## src/mcsr_pkg.sv

```systemverilog
// Package for the multichip sync receive block: register map, fields and timing constants.
// Assumes a 32-bit APB slave with word-aligned registers.
package mcsr_pkg;

  localparam logic [7:0] ADDR_CTRL1 = 8'h04;
  localparam logic [7:0] ADDR_SYNC_CFG = 8'h0c;
  localparam logic [7:0] ADDR_IRQ_STAT = 8'h24;
  localparam logic [7:0] ADDR_STATUS = 8'h40;

  localparam int PN_ENABLE_BIT = 13;
  localparam int MODE_SEL_BIT = 12;
  localparam int PULSE_EN_BIT = 11;
  localparam int TXEN_INV_BIT = 14;

  localparam int SYNC_IN_EN_BIT = 26;
  localparam int DELAY_HI = 23;
  localparam int DELAY_LO = 19;
  localparam int CHK_MODE_BIT = 18;
  localparam int CLK_STATE_HI = 7;
  localparam int CLK_STATE_LO = 4;
  localparam int MARGIN_HI = 3;
  localparam int MARGIN_LO = 0;

  localparam int IRQ_EN_BIT = 0;
  localparam int ERR_TYPE_BIT = 4;
  localparam int ERR_FLAG_BIT = 6;

  localparam logic [31:0] CTRL1_RST = 32'h0000_0000;
  localparam logic [31:0] SYNC_CFG_RST = 32'h0000_0000;
  localparam logic [31:0] PN_CODE_DEF = 32'hace1_35d9;

  localparam int CLK_STATES = 32;
  localparam int DELAY_TAPS = 32;

  typedef struct packed {
    logic pn_mode;
    logic pulse_en;
    logic sync_in_en;
    logic txen_invert;
    logic [3:0] clk_state;
    logic [4:0] delay;
    logic [3:0] margin;
  } mcsr_cfg_type;

endpackage

```

## src/mcsr_margin.sv

```systemverilog
// Sync input delay line and margin monitor.
// Assumes sync_i is already synchronised to core_clk_i.
`timescale 1ns/1ps
module mcsr_margin #(
  parameter int TAPS = 32
) (
  input wire logic core_clk_i,
  input wire logic rst_n_i,
  input wire logic sync_i,
  input wire logic [4:0] delay_i,
  input wire logic [3:0] margin_i,
  output logic sync_dly_o,
  output logic err_o,
  output logic err_hold_o
);
  logic [TAPS-1:0] line_r;
  logic [4:0] since_r;
  logic prev_r;
  wire edge_w = sync_dly_o & ~prev_r;
  wire [4:0] limit_w = {1'b0, margin_i};

  // The tap chosen by the delay field feeds the logic; zero is the shortest path.
  assign sync_dly_o = line_r[delay_i];

  always_ff @(posedge core_clk_i or negedge rst_n_i)
  begin
    if (!rst_n_i)
    begin
      line_r <= '0;
      prev_r <= 1'b0;
      since_r <= '0;
    end
    else
    begin
      line_r <= {line_r[TAPS-2:0], sync_i};
      prev_r <= sync_dly_o;
      if (edge_w)
        since_r <= '0;
      else if (since_r != 5'h1_f)
        since_r <= since_r + 5'h0_1;
    end
  end

  // Setup margin is the edge coming too soon after the previous one; hold margin
  // is the pulse falling too soon after its own rise.
  assign err_o = (edge_w && since_r < limit_w) || (prev_r && !sync_dly_o && since_r < limit_w);
  assign err_hold_o = prev_r & ~sync_dly_o;
endmodule

```

## src/mcsr_top.sv

```systemverilog
// Multichip sync receive: init pulse, 32-state clock generator, NCO reset, margin flag.
// Assumes an APB master on core_clk_i; sync and strobe pins come from outside.
//
// Added by the designer: the placing of the registers and register access over APB.
`timescale 1ns/1ps
module mcsr_top #(
  parameter int PN_LEN = 32,
  parameter logic [31:0] PN_CODE = mcsr_pkg::PN_CODE_DEF
) (
  input wire logic core_clk_i,
  input wire logic rst_n_i,
  input wire logic psel,
  input wire logic penable,
  input wire logic pwrite,
  input wire logic [7:0] paddr,
  input wire logic [31:0] pwdata,
  output logic [31:0] prdata,
  output logic pready,
  output logic pslverr,
  input wire logic sync_pin_i,
  input wire logic txen_pin_i,
  input wire logic data_clk_en_i,
  output logic init_pulse_o,
  output logic [4:0] clk_state_o,
  output logic nco_reset_o,
  output logic irq_n_o,
  output logic irq_n_oe_o
);
  logic [31:0] ctrl1_r;
  logic [31:0] cfg_r;
  logic irq_en_r;
  logic err_flag_r;
  logic err_type_r;
  logic [1:0] sync_meta_r;
  logic [1:0] txen_meta_r;
  logic sync_prev_r;
  logic txen_prev_r;
  logic [PN_LEN-1:0] pn_shift_r;
  logic [4:0] state_r;
  logic [4:0] state_nxt;
  logic init_r;
  logic nco_rst_r;
  logic sync_dly;
  logic marg_err;
  logic marg_hold;
  mcsr_pkg::mcsr_cfg_type cfg;

  assign cfg.pn_mode = ctrl1_r[mcsr_pkg::PN_ENABLE_BIT] & ctrl1_r[mcsr_pkg::MODE_SEL_BIT];
  assign cfg.pulse_en = ctrl1_r[mcsr_pkg::PULSE_EN_BIT] & ~ctrl1_r[mcsr_pkg::MODE_SEL_BIT];
  assign cfg.sync_in_en = cfg_r[mcsr_pkg::SYNC_IN_EN_BIT];
  assign cfg.txen_invert = ctrl1_r[mcsr_pkg::TXEN_INV_BIT];
  assign cfg.clk_state = cfg_r[mcsr_pkg::CLK_STATE_HI:mcsr_pkg::CLK_STATE_LO];
  assign cfg.delay = cfg_r[mcsr_pkg::DELAY_HI:mcsr_pkg::DELAY_LO];
  assign cfg.margin = cfg_r[mcsr_pkg::MARGIN_HI:mcsr_pkg::MARGIN_LO];

  // APB: zero wait states, unmapped addresses answer with an error.
  wire acc_w = psel & penable;
  wire wr_w = acc_w & pwrite;
  wire hit_ctrl1 = paddr == mcsr_pkg::ADDR_CTRL1;
  wire hit_cfg = paddr == mcsr_pkg::ADDR_SYNC_CFG;
  wire hit_irq = paddr == mcsr_pkg::ADDR_IRQ_STAT;
  wire hit_stat = paddr == mcsr_pkg::ADDR_STATUS;
  wire mapped_w = hit_ctrl1 | hit_cfg | hit_irq | hit_stat;
  wire clr_err_w = wr_w & hit_irq & pwdata[mcsr_pkg::ERR_FLAG_BIT];
  assign pready = 1'b1;
  assign pslverr = acc_w & ~mapped_w;

  always_comb
  begin
    prdata = 32'h0000_0000;
    if (hit_ctrl1)
      prdata = ctrl1_r;
    else if (hit_cfg)
      prdata = cfg_r;
    else if (hit_irq)
    begin
      prdata[mcsr_pkg::IRQ_EN_BIT] = irq_en_r;
      prdata[mcsr_pkg::ERR_TYPE_BIT] = err_type_r;
      prdata[mcsr_pkg::ERR_FLAG_BIT] = err_flag_r;
    end
    else if (hit_stat)
      prdata = {27'h000_0000, state_r};
  end

  always_ff @(posedge core_clk_i or negedge rst_n_i)
  begin
    if (!rst_n_i)
    begin
      ctrl1_r <= mcsr_pkg::CTRL1_RST;
      cfg_r <= mcsr_pkg::SYNC_CFG_RST;
      irq_en_r <= 1'b0;
    end
    else if (wr_w)
    begin
      if (hit_ctrl1)
        ctrl1_r <= pwdata;
      if (hit_cfg)
        cfg_r <= pwdata;
      if (hit_irq)
        irq_en_r <= pwdata[mcsr_pkg::IRQ_EN_BIT];
    end
  end

  // Pin inputs pass two flops; the sync pin is sampled on the sample clock only.
  always_ff @(posedge core_clk_i or negedge rst_n_i)
  begin
    if (!rst_n_i)
    begin
      sync_meta_r <= 2'b00;
      txen_meta_r <= 2'b00;
    end
    else
    begin
      sync_meta_r <= {sync_meta_r[0], sync_pin_i};
      txen_meta_r <= {txen_meta_r[0], txen_pin_i};
    end
  end

  mcsr_margin #(
    .TAPS(mcsr_pkg::DELAY_TAPS)
  ) u_margin (
    .core_clk_i(core_clk_i),
    .rst_n_i(rst_n_i),
    .sync_i(sync_meta_r[1] & cfg.sync_in_en),
    .delay_i(cfg.delay),
    .margin_i(cfg.margin),
    .sync_dly_o(sync_dly),
    .err_o(marg_err),
    .err_hold_o(marg_hold)
  );

  wire rise_w = sync_dly & ~sync_prev_r;
  wire pn_hit_w = pn_shift_r == PN_CODE;
  wire init_w = (cfg.pulse_en & rise_w) | (cfg.pn_mode & pn_hit_w);
  wire txen_lvl_w = txen_meta_r[1] ^ cfg.txen_invert;
  wire txen_rise_w = data_clk_en_i & txen_lvl_w & ~txen_prev_r;

  // Loading with the offset of the clock-state field moves the derived clocks one step
  // per code; the hit cycle is skipped so a correctly spaced reload changes nothing.
  assign state_nxt = init_w ? {1'b0, cfg.clk_state} : 5'(state_r + 5'h0_1);

  always_ff @(posedge core_clk_i or negedge rst_n_i)
  begin
    if (!rst_n_i)
    begin
      sync_prev_r <= 1'b0;
      txen_prev_r <= 1'b0;
      pn_shift_r <= '0;
      state_r <= 5'h0_0;
      init_r <= 1'b0;
      nco_rst_r <= 1'b0;
    end
    else
    begin
      sync_prev_r <= sync_dly;
      if (data_clk_en_i)
        txen_prev_r <= txen_lvl_w;
      pn_shift_r <= {pn_shift_r[PN_LEN-2:0], sync_dly};
      state_r <= state_nxt;
      init_r <= init_w & ~init_r;
      // Pulse mode: strobe resets the phase accumulator; PN mode: the code match
      // carries the master's phase epoch and resets it at the same instant.
      nco_rst_r <= (cfg.pulse_en & txen_rise_w) | (cfg.pn_mode & pn_hit_w);
    end
  end

  // The flag holds until software writes a one; a new error in that cycle wins.
  always_ff @(posedge core_clk_i or negedge rst_n_i)
  begin
    if (!rst_n_i)
    begin
      err_flag_r <= 1'b0;
      err_type_r <= 1'b0;
    end
    else if (marg_err)
    begin
      err_flag_r <= 1'b1;
      err_type_r <= marg_hold;
    end
    else if (clr_err_w)
      err_flag_r <= 1'b0;
  end

  assign init_pulse_o = init_r;
  assign clk_state_o = state_r;
  assign nco_reset_o = nco_rst_r;
  // Open drain: the pin is pulled low only while an enabled flag stands.
  assign irq_n_o = 1'b0;
  assign irq_n_oe_o = err_flag_r & irq_en_r;

  a_init_width: assert property (@(posedge core_clk_i) disable iff (!rst_n_i)
    init_pulse_o |=> !init_pulse_o)
    else $error("init pulse longer than one cycle");

  a_pulse_fire: assert property (@(posedge core_clk_i) disable iff (!rst_n_i)
    (cfg.pulse_en && rise_w && !init_r) |=> init_pulse_o)
    else $error("sync rise gave no init pulse");

  a_pn_fire: assert property (@(posedge core_clk_i) disable iff (!rst_n_i)
    (cfg.pn_mode && pn_hit_w && !init_r) |=> init_pulse_o)
    else $error("code match gave no init pulse");

  a_state_load: assert property (@(posedge core_clk_i) disable iff (!rst_n_i)
    init_w |=> state_r == {1'b0, $past(cfg.clk_state)})
    else $error("clock state not loaded");

  a_state_wrap: assert property (@(posedge core_clk_i) disable iff (!rst_n_i)
    (!init_w && state_r == 5'h1_f) |=> state_r == 5'h0_0)
    else $error("clock state did not wrap");

  a_nco_strobe: assert property (@(posedge core_clk_i) disable iff (!rst_n_i)
    (cfg.pulse_en && txen_rise_w) |=> nco_reset_o)
    else $error("strobe did not reset nco");

  a_err_sticky: assert property (@(posedge core_clk_i) disable iff (!rst_n_i)
    (err_flag_r && !clr_err_w) |=> err_flag_r)
    else $error("error flag dropped");

  a_err_set: assert property (@(posedge core_clk_i) disable iff (!rst_n_i)
    marg_err |=> err_flag_r)
    else $error("margin error not flagged");

  a_err_clear: assert property (@(posedge core_clk_i) disable iff (!rst_n_i)
    (clr_err_w && !marg_err) |=> !err_flag_r)
    else $error("error flag not cleared");

  a_irq_gate: assert property (@(posedge core_clk_i) disable iff (!rst_n_i)
    irq_n_oe_o == (err_flag_r && irq_en_r))
    else $error("irq gating wrong");
endmodule

```

## config.mk

```make
export PLATFORM = sky130hd
export DESIGN_NAME = mcsr_top
export DESIGN_NICKNAME = d
export VERILOG_FILES = /design/src/mcsr_pkg.sv /design/src/mcsr_margin.sv /design/src/mcsr_top.sv
export SDC_FILE = /design/constraint.sdc
export NUM_CORES = 1
export LEC_CHECK = 0
export ABC_AREA = 1
export BUFFER_PORTS_ARGS = -buffer_cell sky130_fd_sc_hd__buf_4
export CORE_ASPECT_RATIO = 2
export CORE_MARGIN = 3
export CORE_UTILIZATION = 45
export CTS_BUF_LIST = sky130_fd_sc_hd__clkbuf_4 sky130_fd_sc_hd__clkbuf_8
export DETAILED_ROUTE_END_ITERATION = 16
export PLACE_DENSITY = 0.69
export SLEW_MARGIN = 20
export SYNTH_ARGS = -nofsm -noshare
export SYNTH_HDL_FRONTEND = slang
export SYNTH_SLANG_ARGS = --single-unit
```

## constraint.sdc

```tcl
create_clock -name core_clk_i -period 2.3 [get_ports core_clk_i]
set_input_delay 0.23 -clock core_clk_i [delete_from_list [all_inputs] [get_ports core_clk_i]]
set_output_delay 0.23 -clock core_clk_i [all_outputs]
set_load 0.02 [all_outputs]
```

==> flow_summary.ini, run 1 <==
[run_status]
status = completed

[global_route]
grt_pass1_vias = 4575
antenna_found_initial = 0
grtUsageTotal_pct = 19.3
grt_max_degree = 65
grt_first_pass_wirelength_mm = 22.3
grt-ovfl-total = 0

[critical_path]
crit_slowest_cell = or2_4
crit_top_cell = buf_4
critical_path_required_ns = 2.07
critical_path.cell_chain = buf_4 > or2_4 > nor3_4 > nand2_1 > nor2_2 > buf_4 > nand2_1 > o21ai_0 > buf_4
critical_path_arrival_ns = 1.72
cp-end-kind = output port
crit_type = input port to output port
path_max_fanout = 19
startpoint_type = input port
max_stage_delay_ns = 0.27

[sta]
relSlewSlack_pct = 60.0
rsz0062_at_grt = no
timing.fmax_mhz = 514
setup_viol = 0
timing.final.crit_share_pct = 84.6
finalMaxSlewViolations = 0
tightest_slew_ns = 0.600
hold_viol = 0
period_minus_slack_ns = 1.95
timing.final.ws_setup_ns = 0.354
finClkSkew_ns = 0.0154
fin_setup_tns_ns = 0

[die]
die-height_um = 168
rows = 58
initial_utilization_pct = 46.6
dieArea_um2 = 14700
io_pins = 91
core_um2 = 12700
die_w_um = 87.1

[power]
vdd_drop_max_v = 0.000647
power_density_nw_per_um2 = 811
leakage_uw = 0.00370

[routing]
via_per_inst = 5.17
drc = 0
wl_mm = 13.1
dr.pass1.iters = 4
ant_nets = 0
wl_per_cell_um = 15.4
num_vias = 4390
drtIter0Drc = 219

[placed_design]
portBuffers = 88
gp_congestion = 0.817
place_ws_ns = 0.379
dp_hpwl_mm = 9.36

[cts]
cts.path.max_buffers = 2
cts_sinks = 148
cts_tree = built
clk_latency_ns = 0.43
h-tree-depth = 4
clk_pin_slew_worst_paths_ns = 0.08
cts-root-buf = clkbuf_8
numCtsBuffers = 17

[synth]
yosysTopAreaCellShare_pct = 62.6
synth.avg_cell_area_um2 = 10.0
synth_area_um2 = 5920
syn-num-nets = 643
ys_seq_area_share_pct = 62.6
synth_edf_count = 0
ys_warn_count = 0
yosys.area.top_type = dfrtp_1
yosysUniqueCellTypes = 43
ys_seq_elements = 148
async_reset_ff_share_pct = 100
postSynthCellCount = 589
synth.area.top_cells = dfrtp_1 63%, nand2_1 9.3%, o21ai_1 5.4%, inv_1 4.2%, nand3_1 3.2%
synthFlopType = dfrtp_1

[hold_path]
min-delay-path-class = input port to register

[finish]
num_antenna_cells = 0
drive_gt1_share_pct = 21.2
seq_area_um2 = 3700
multi_input_area_um2 = 1790
final_nets = 742
fillCellCount = 1098
syn_to_final_growth_pct = 22.6
fin_util_pct = 57.2

[run]
cap_viol_max_count = 0
-- synth_stat cells, types with 2 or more instances --
cell,n
nor4_1,2
nand4_1,6
a32o_1,3
nor2_1,12
a21oi_1,2
inv_1,66
a22o_1,18
or2_1,2
buf_6,3
nor3_1,5
nor2_2,2
buf_2,16
o21ai_0,9
conb_1,2
nand2_2,3
o2111ai_1,2
nand2_1,146
or2_2,3
nand3_2,2
o211ai_1,5
buf_4,3
o21ai_1,64
xor2_1,3
dfrtp_1,148
nand3_1,38
ha_1,6
nand3b_1,2
-- worst max-delay path: cells and delay by family --
family,cells,cell delay (ns)
and+or+nand+nor,5,0.75
AOI/OAI and AO/OA,1,0.14
buffers and inverters,3,0.59
-- report_power, final --
group | internal, uW | switching (uW) | leakage [uW] | total (uW)
combinational | 268 | 306 | 0.00143 | 574
sequential | 2720 | 120 | 0.00202 | 2840
clock | 1550 | 919 | 0.000249 | 2470
total | 4540 | 1350 | 0.00370 | 5890
-- flip-flops by register name, summed over array words and instances, names as in the netlist --
signal	flops
u_margin.since_r	5
irq_en_r	1
sync_meta_r	2
err_flag_r	1
init_pulse_o	1
pn_shift_r	32
cfg_r	32
txen_meta_r	2
txen_prev_r	1
ctrl1_r	32
u_margin.line_r	32
nco_reset_o	1
err_type_r	1
clk_state_o	5
-- cell usage in the layout, fill, tap and decap left out, types with 4 or more instances in the layout --
master | Yosys | routed
inv_1 | 66 | 66
a22o_1 | 18 | 18
dlygate4sd3_1 | 0 | 4
buf_4 | 3 | 96
clkbuf_8 | 0 | 18
ha_1 | 6 | 6
o21ai_1 | 64 | 64
nor3_1 | 5 | 5
bufinv_16 | 0 | 7
nand3_1 | 38 | 38
o211ai_1 | 5 | 5
dfrtp_1 | 148 | 148
nand4_1 | 6 | 6
nand2_1 | 146 | 146
o21ai_0 | 9 | 9
nor2_1 | 12 | 12
-- metal layers --
metal  part of all wire (%)  routed length [um]  GRT usage (%)
met1                     41                5310           24.2
met2                     53                6910           32.0
met3                    4.8                 625           4.65
met4                    1.9                 255           7.21
met5                      0                   0              0
-- cell families after synthesis --
group	synth area share [%]
other	0.127
AOI/OAI and AO/OA	10.9
xor gates and xnor gates	0.592
and+or+nand+nor	17.4
buffers and inverters	7.14
DFF	62.6
adders and majority gates	1.27
-- per-stage QoR --
| step | hold slack, ns | total power (uW) | instances | instance area, um2 |
|---|---|---|---|---|
| CTS | 0.0217 | 5970 | 849 | 7260 |
| global placement | 0.238 | 3430 | 815 | 6730 |
| finish | 0.0470 | 5890 | 849 | 7260 |
| floorplan | -0.0656 | 3190 | 589 | 5920 |
| global route | 0.0366 | 6160 | 849 | 7260 |
| detailed placement | 0.247 | 3470 | 815 | 6730 |
-- final cells by class --
type,count,area share (%)
inverter,70,3.74
sequential,148,51.0
multi-input combinational,348,24.7
clock inverter,10,3.15
tap,150,2.59
clock buffer,20,3.62
timing repair buffer,103,11.2
-- path summary, 6_finish.rpt --
kind	end	depth (start not counted)	start	slack, ns
worst min-delay path	ctrl1_r[27]$_DFFE_PN0P_	3	pwdata[27]	0.05
min in group asynchronous	u_margin.line_r[31]$_DFF_PN0_	2	rst_n_i	0.33
worst max register to register	clk_state_o[0]$_DFF_PN0_	11	cfg_r[19]$_DFFE_PN0P_	0.46
worst max-delay path	prdata[23]	9	paddr[1]	0.35
worst min register to register	txen_meta_r[1]$_DFF_PN0_	0	txen_meta_r[0]$_DFF_PN0_	0.36
max in group asynchronous	err_flag_r$_DFFE_PN0P_	3	rst_n_i	1.30
-- what timing repair did --
item                                   in CTS  in global routing
resized for setup                           0                  0
hold buffers                                4                  0
setup buffers                               0                  0
endpoints found under the hold margin      60                  0
No activity file was read; power rests on OpenSTA's default activity.
==> run 2, diff against run 1 <==
--- a/config.mk
+++ b/config.mk
@@ -12,7 +12,7 @@
 export CORE_UTILIZATION = 45
 export CTS_BUF_LIST = sky130_fd_sc_hd__clkbuf_4 sky130_fd_sc_hd__clkbuf_8
 export DETAILED_ROUTE_END_ITERATION = 16
-export PLACE_DENSITY = 0.69
+export PLACE_DENSITY = 0.71
 export SLEW_MARGIN = 20
 export SYNTH_ARGS = -nofsm -noshare
 export SYNTH_HDL_FRONTEND = slang
==> constraint.sdc (replaced) <==
create_clock -name core_clk_i -period 1.7 [get_ports core_clk_i]
set_input_delay 0.17 -clock core_clk_i [delete_from_list [all_inputs] [get_ports core_clk_i]]
set_output_delay 0.17 -clock core_clk_i [all_outputs]
set_load 0.02 [all_outputs]
==> flow_summary.ini, run 2 (synthesis gave the netlist of run 1 again) <==
[run_status]
status = complete, but fails checks
violations = setup timing

[routing]
dr.pass1.iters = 5
via_per_inst = 5.14
drc = 0
wl_per_cell_um = 16.7
wl_mm = 15.3
ant_nets = 0
num_vias = 4712
drtIter0Drc = 327

[global_route]
antenna_found_initial = 0
grt_max_degree = 65
grtUsageTotal_pct = 20.3
grt-ovfl-total = 0
grt_first_pass_wirelength_mm = 23.3
grt_pass1_vias = 4902

[finish]
final_common_cell = dfrtp_1
layout_common_cells = 146 x dfrtp_1, 133 x nand2_1, 108 x buf_4, 65 x o21ai_1, 64 x inv_1
instances_no_fill = 916
drive_gt1_share_pct = 28.9
num_antenna_cells = 0
syn_to_final_growth_pct = 36.6
final_nets = 807
fin_util_pct = 63.7

[power]
power.total_uw = 7740
leakage_uw = 0.00404
vdd_drop_max_v = 0.000776
power_density_nw_per_um2 = 958

[sta]
timing.fmax_mhz = 572
timing.final.ws_setup_ns = -0.0488
tightest_slew_ns = 0.534
timing.final.crit_share_pct = 103
finalMaxSlewViolations = 0
finClkSkew_ns = 0.00989
relSlewSlack_pct = 64.4
hold_viol = 0
rsz0062_at_grt = yes
setup_viol = 9
period_minus_slack_ns = 1.75
fin_setup_tns_ns = -0.242

[critical_path]
path_max_fanout = 6
critical_path.cell_chain = buf_6 > clkinv_8 > nand2_2 > nand3_1 > nand3_1 > nand2_2 > nand2_2 > nand3_2 > buf_6 > nand3_4 > inv_2 > or2_1 > inv_1
max_stage_delay_ns = 0.40
r2r-end = u_margin.since_r[3]$_DFFE_PN0P_
cp-end-kind = register
worstRegToRegCells = 13
crit_top_cell = nand2_2
crit_cells = 13
critical_path_arrival_ns = 2.13
crit_type = register to register
critical_path_required_ns = 2.08
worstReg2RegStart = cfg_r[19]$_DFFE_PN0P_
cpLargestDelayFamily = simple AND/OR/NAND/NOR gates
critPathBufInv = 5
crit_slowest_cell = dfrtp_1
reg2reg_slack_ns = -0.05
startpoint_type = register

[cts]
cts-root-buf = clkbuf_8
clk_latency_ns = 0.44
cts_sinks = 148
h-tree-depth = 4
cts_tree = built
cts.path.max_buffers = 2
numCtsBuffers = 17
clk_pin_slew_worst_paths_ns = 0.08

[die]
core_um2 = 12700
io_pins = 91
initial_utilization_pct = 46.6
rows = 58
dieArea_um2 = 14700
die-height_um = 168
die_w_um = 87.1

[hold_path]
hold_depth = 3
min-delay-path-class = input port to register
worstHoldStart = pwdata[20]
hold_end = cfg_r[20]$_DFFE_PN0P_

[placed_design]
portBuffers = 88
placedCellCount = 831
place_ws_ns = -0.0682
gp_congestion = 0.843
dp_hpwl_mm = 9.70

[run]
cap_viol_max_count = 0
[run 2: power breakdown]
| group | total (uW) | leakage (uW) | internal, uW | switching (uW) |
|---|---|---|---|---|
| sequential | 3850 | 0.00202 | 3680 | 164 |
| clock | 2800 | 0.000207 | 1450 | 1350 |
| combinational | 1100 | 0.00181 | 549 | 549 |
[run 2: area by class of cell]
cell class / instances / area [um2]
tap: 150 / 188
inverter: 70 / 279
timing repair buffer: 166 / 1520
timing repair inverter: 2 / 20.0
sequential: 148 / 3710
multi-input combinational: 348 / 1950
clock buffer: 20 / 275
fill: 997 / 4620
clock inverter: 12 / 145
[run 2: worst max path at each step]
stage | startpoint | endpoint | slack, ns
after CTS | cfg_r[19]$_DFFE_PN0P_ | clk_state_o[3]$_DFF_PN0_ | -0.03
after detailed placement | u_margin.since_r[1]$_DFFE_PN0P_ | u_margin.since_r[3]$_DFFE_PN0P_ | -0.07
after floorplan | u_margin.since_r[0]$_DFFE_PN0P_ | u_margin.since_r[3]$_DFFE_PN0P_ | 0.04
final | cfg_r[19]$_DFFE_PN0P_ | u_margin.since_r[3]$_DFFE_PN0P_ | -0.05
after global routing | cfg_r[19]$_DFFE_PN0P_ | clk_state_o[3]$_DFF_PN0_ | -0.15
after global placement | cfg_r[19]$_DFFE_PN0P_ | clk_state_o[2]$_DFF_PN0_ | 0.007
[run 2: routing by layer]
metal / vias to the layer above / routed length [um] / part of all wire [%] / global-route usage, %
met1: 2290 / 5840 / 38 / 23.7
met5: - / 0 / 0 / 0
met3: 37 / 651 / 4.3 / 5.00
met4: 0 / 547 / 3.6 / 10.9
met2: 132 / 8260 / 54 / 33.7
li1: 2253 / - / - / -
[run 2: what timing repair did]
item / CTS / global route
hold buffers: 34 / 0
gates resized for setup: 8 / 59
gates cloned: 0 / 4
endpoints found under the setup margin: 29 / 45
hold endpoints to repair: 107 / 0
pin swaps: 0 / 18
setup buffers: 2 / 13
[run 2: stage by stage]
step | instance area, um2 | hold WS (ns)
after CTS | 7700 | 0.000299
after global routing | 8080 | 0.00124
after floorplan | 5920 | -0.126
after global placement | 6910 | 0.151
after detailed placement | 6910 | 0.170
final | 8080 | 0.0165
[run 2: worst register-to-register path: cells and delay by family (launching register included)]
kind / cells / cell delay [ns]
buffers and inverters: 5 / 0.50
flip-flops: 1 / 0.40
AND/OR/NAND/NOR: 8 / 0.79
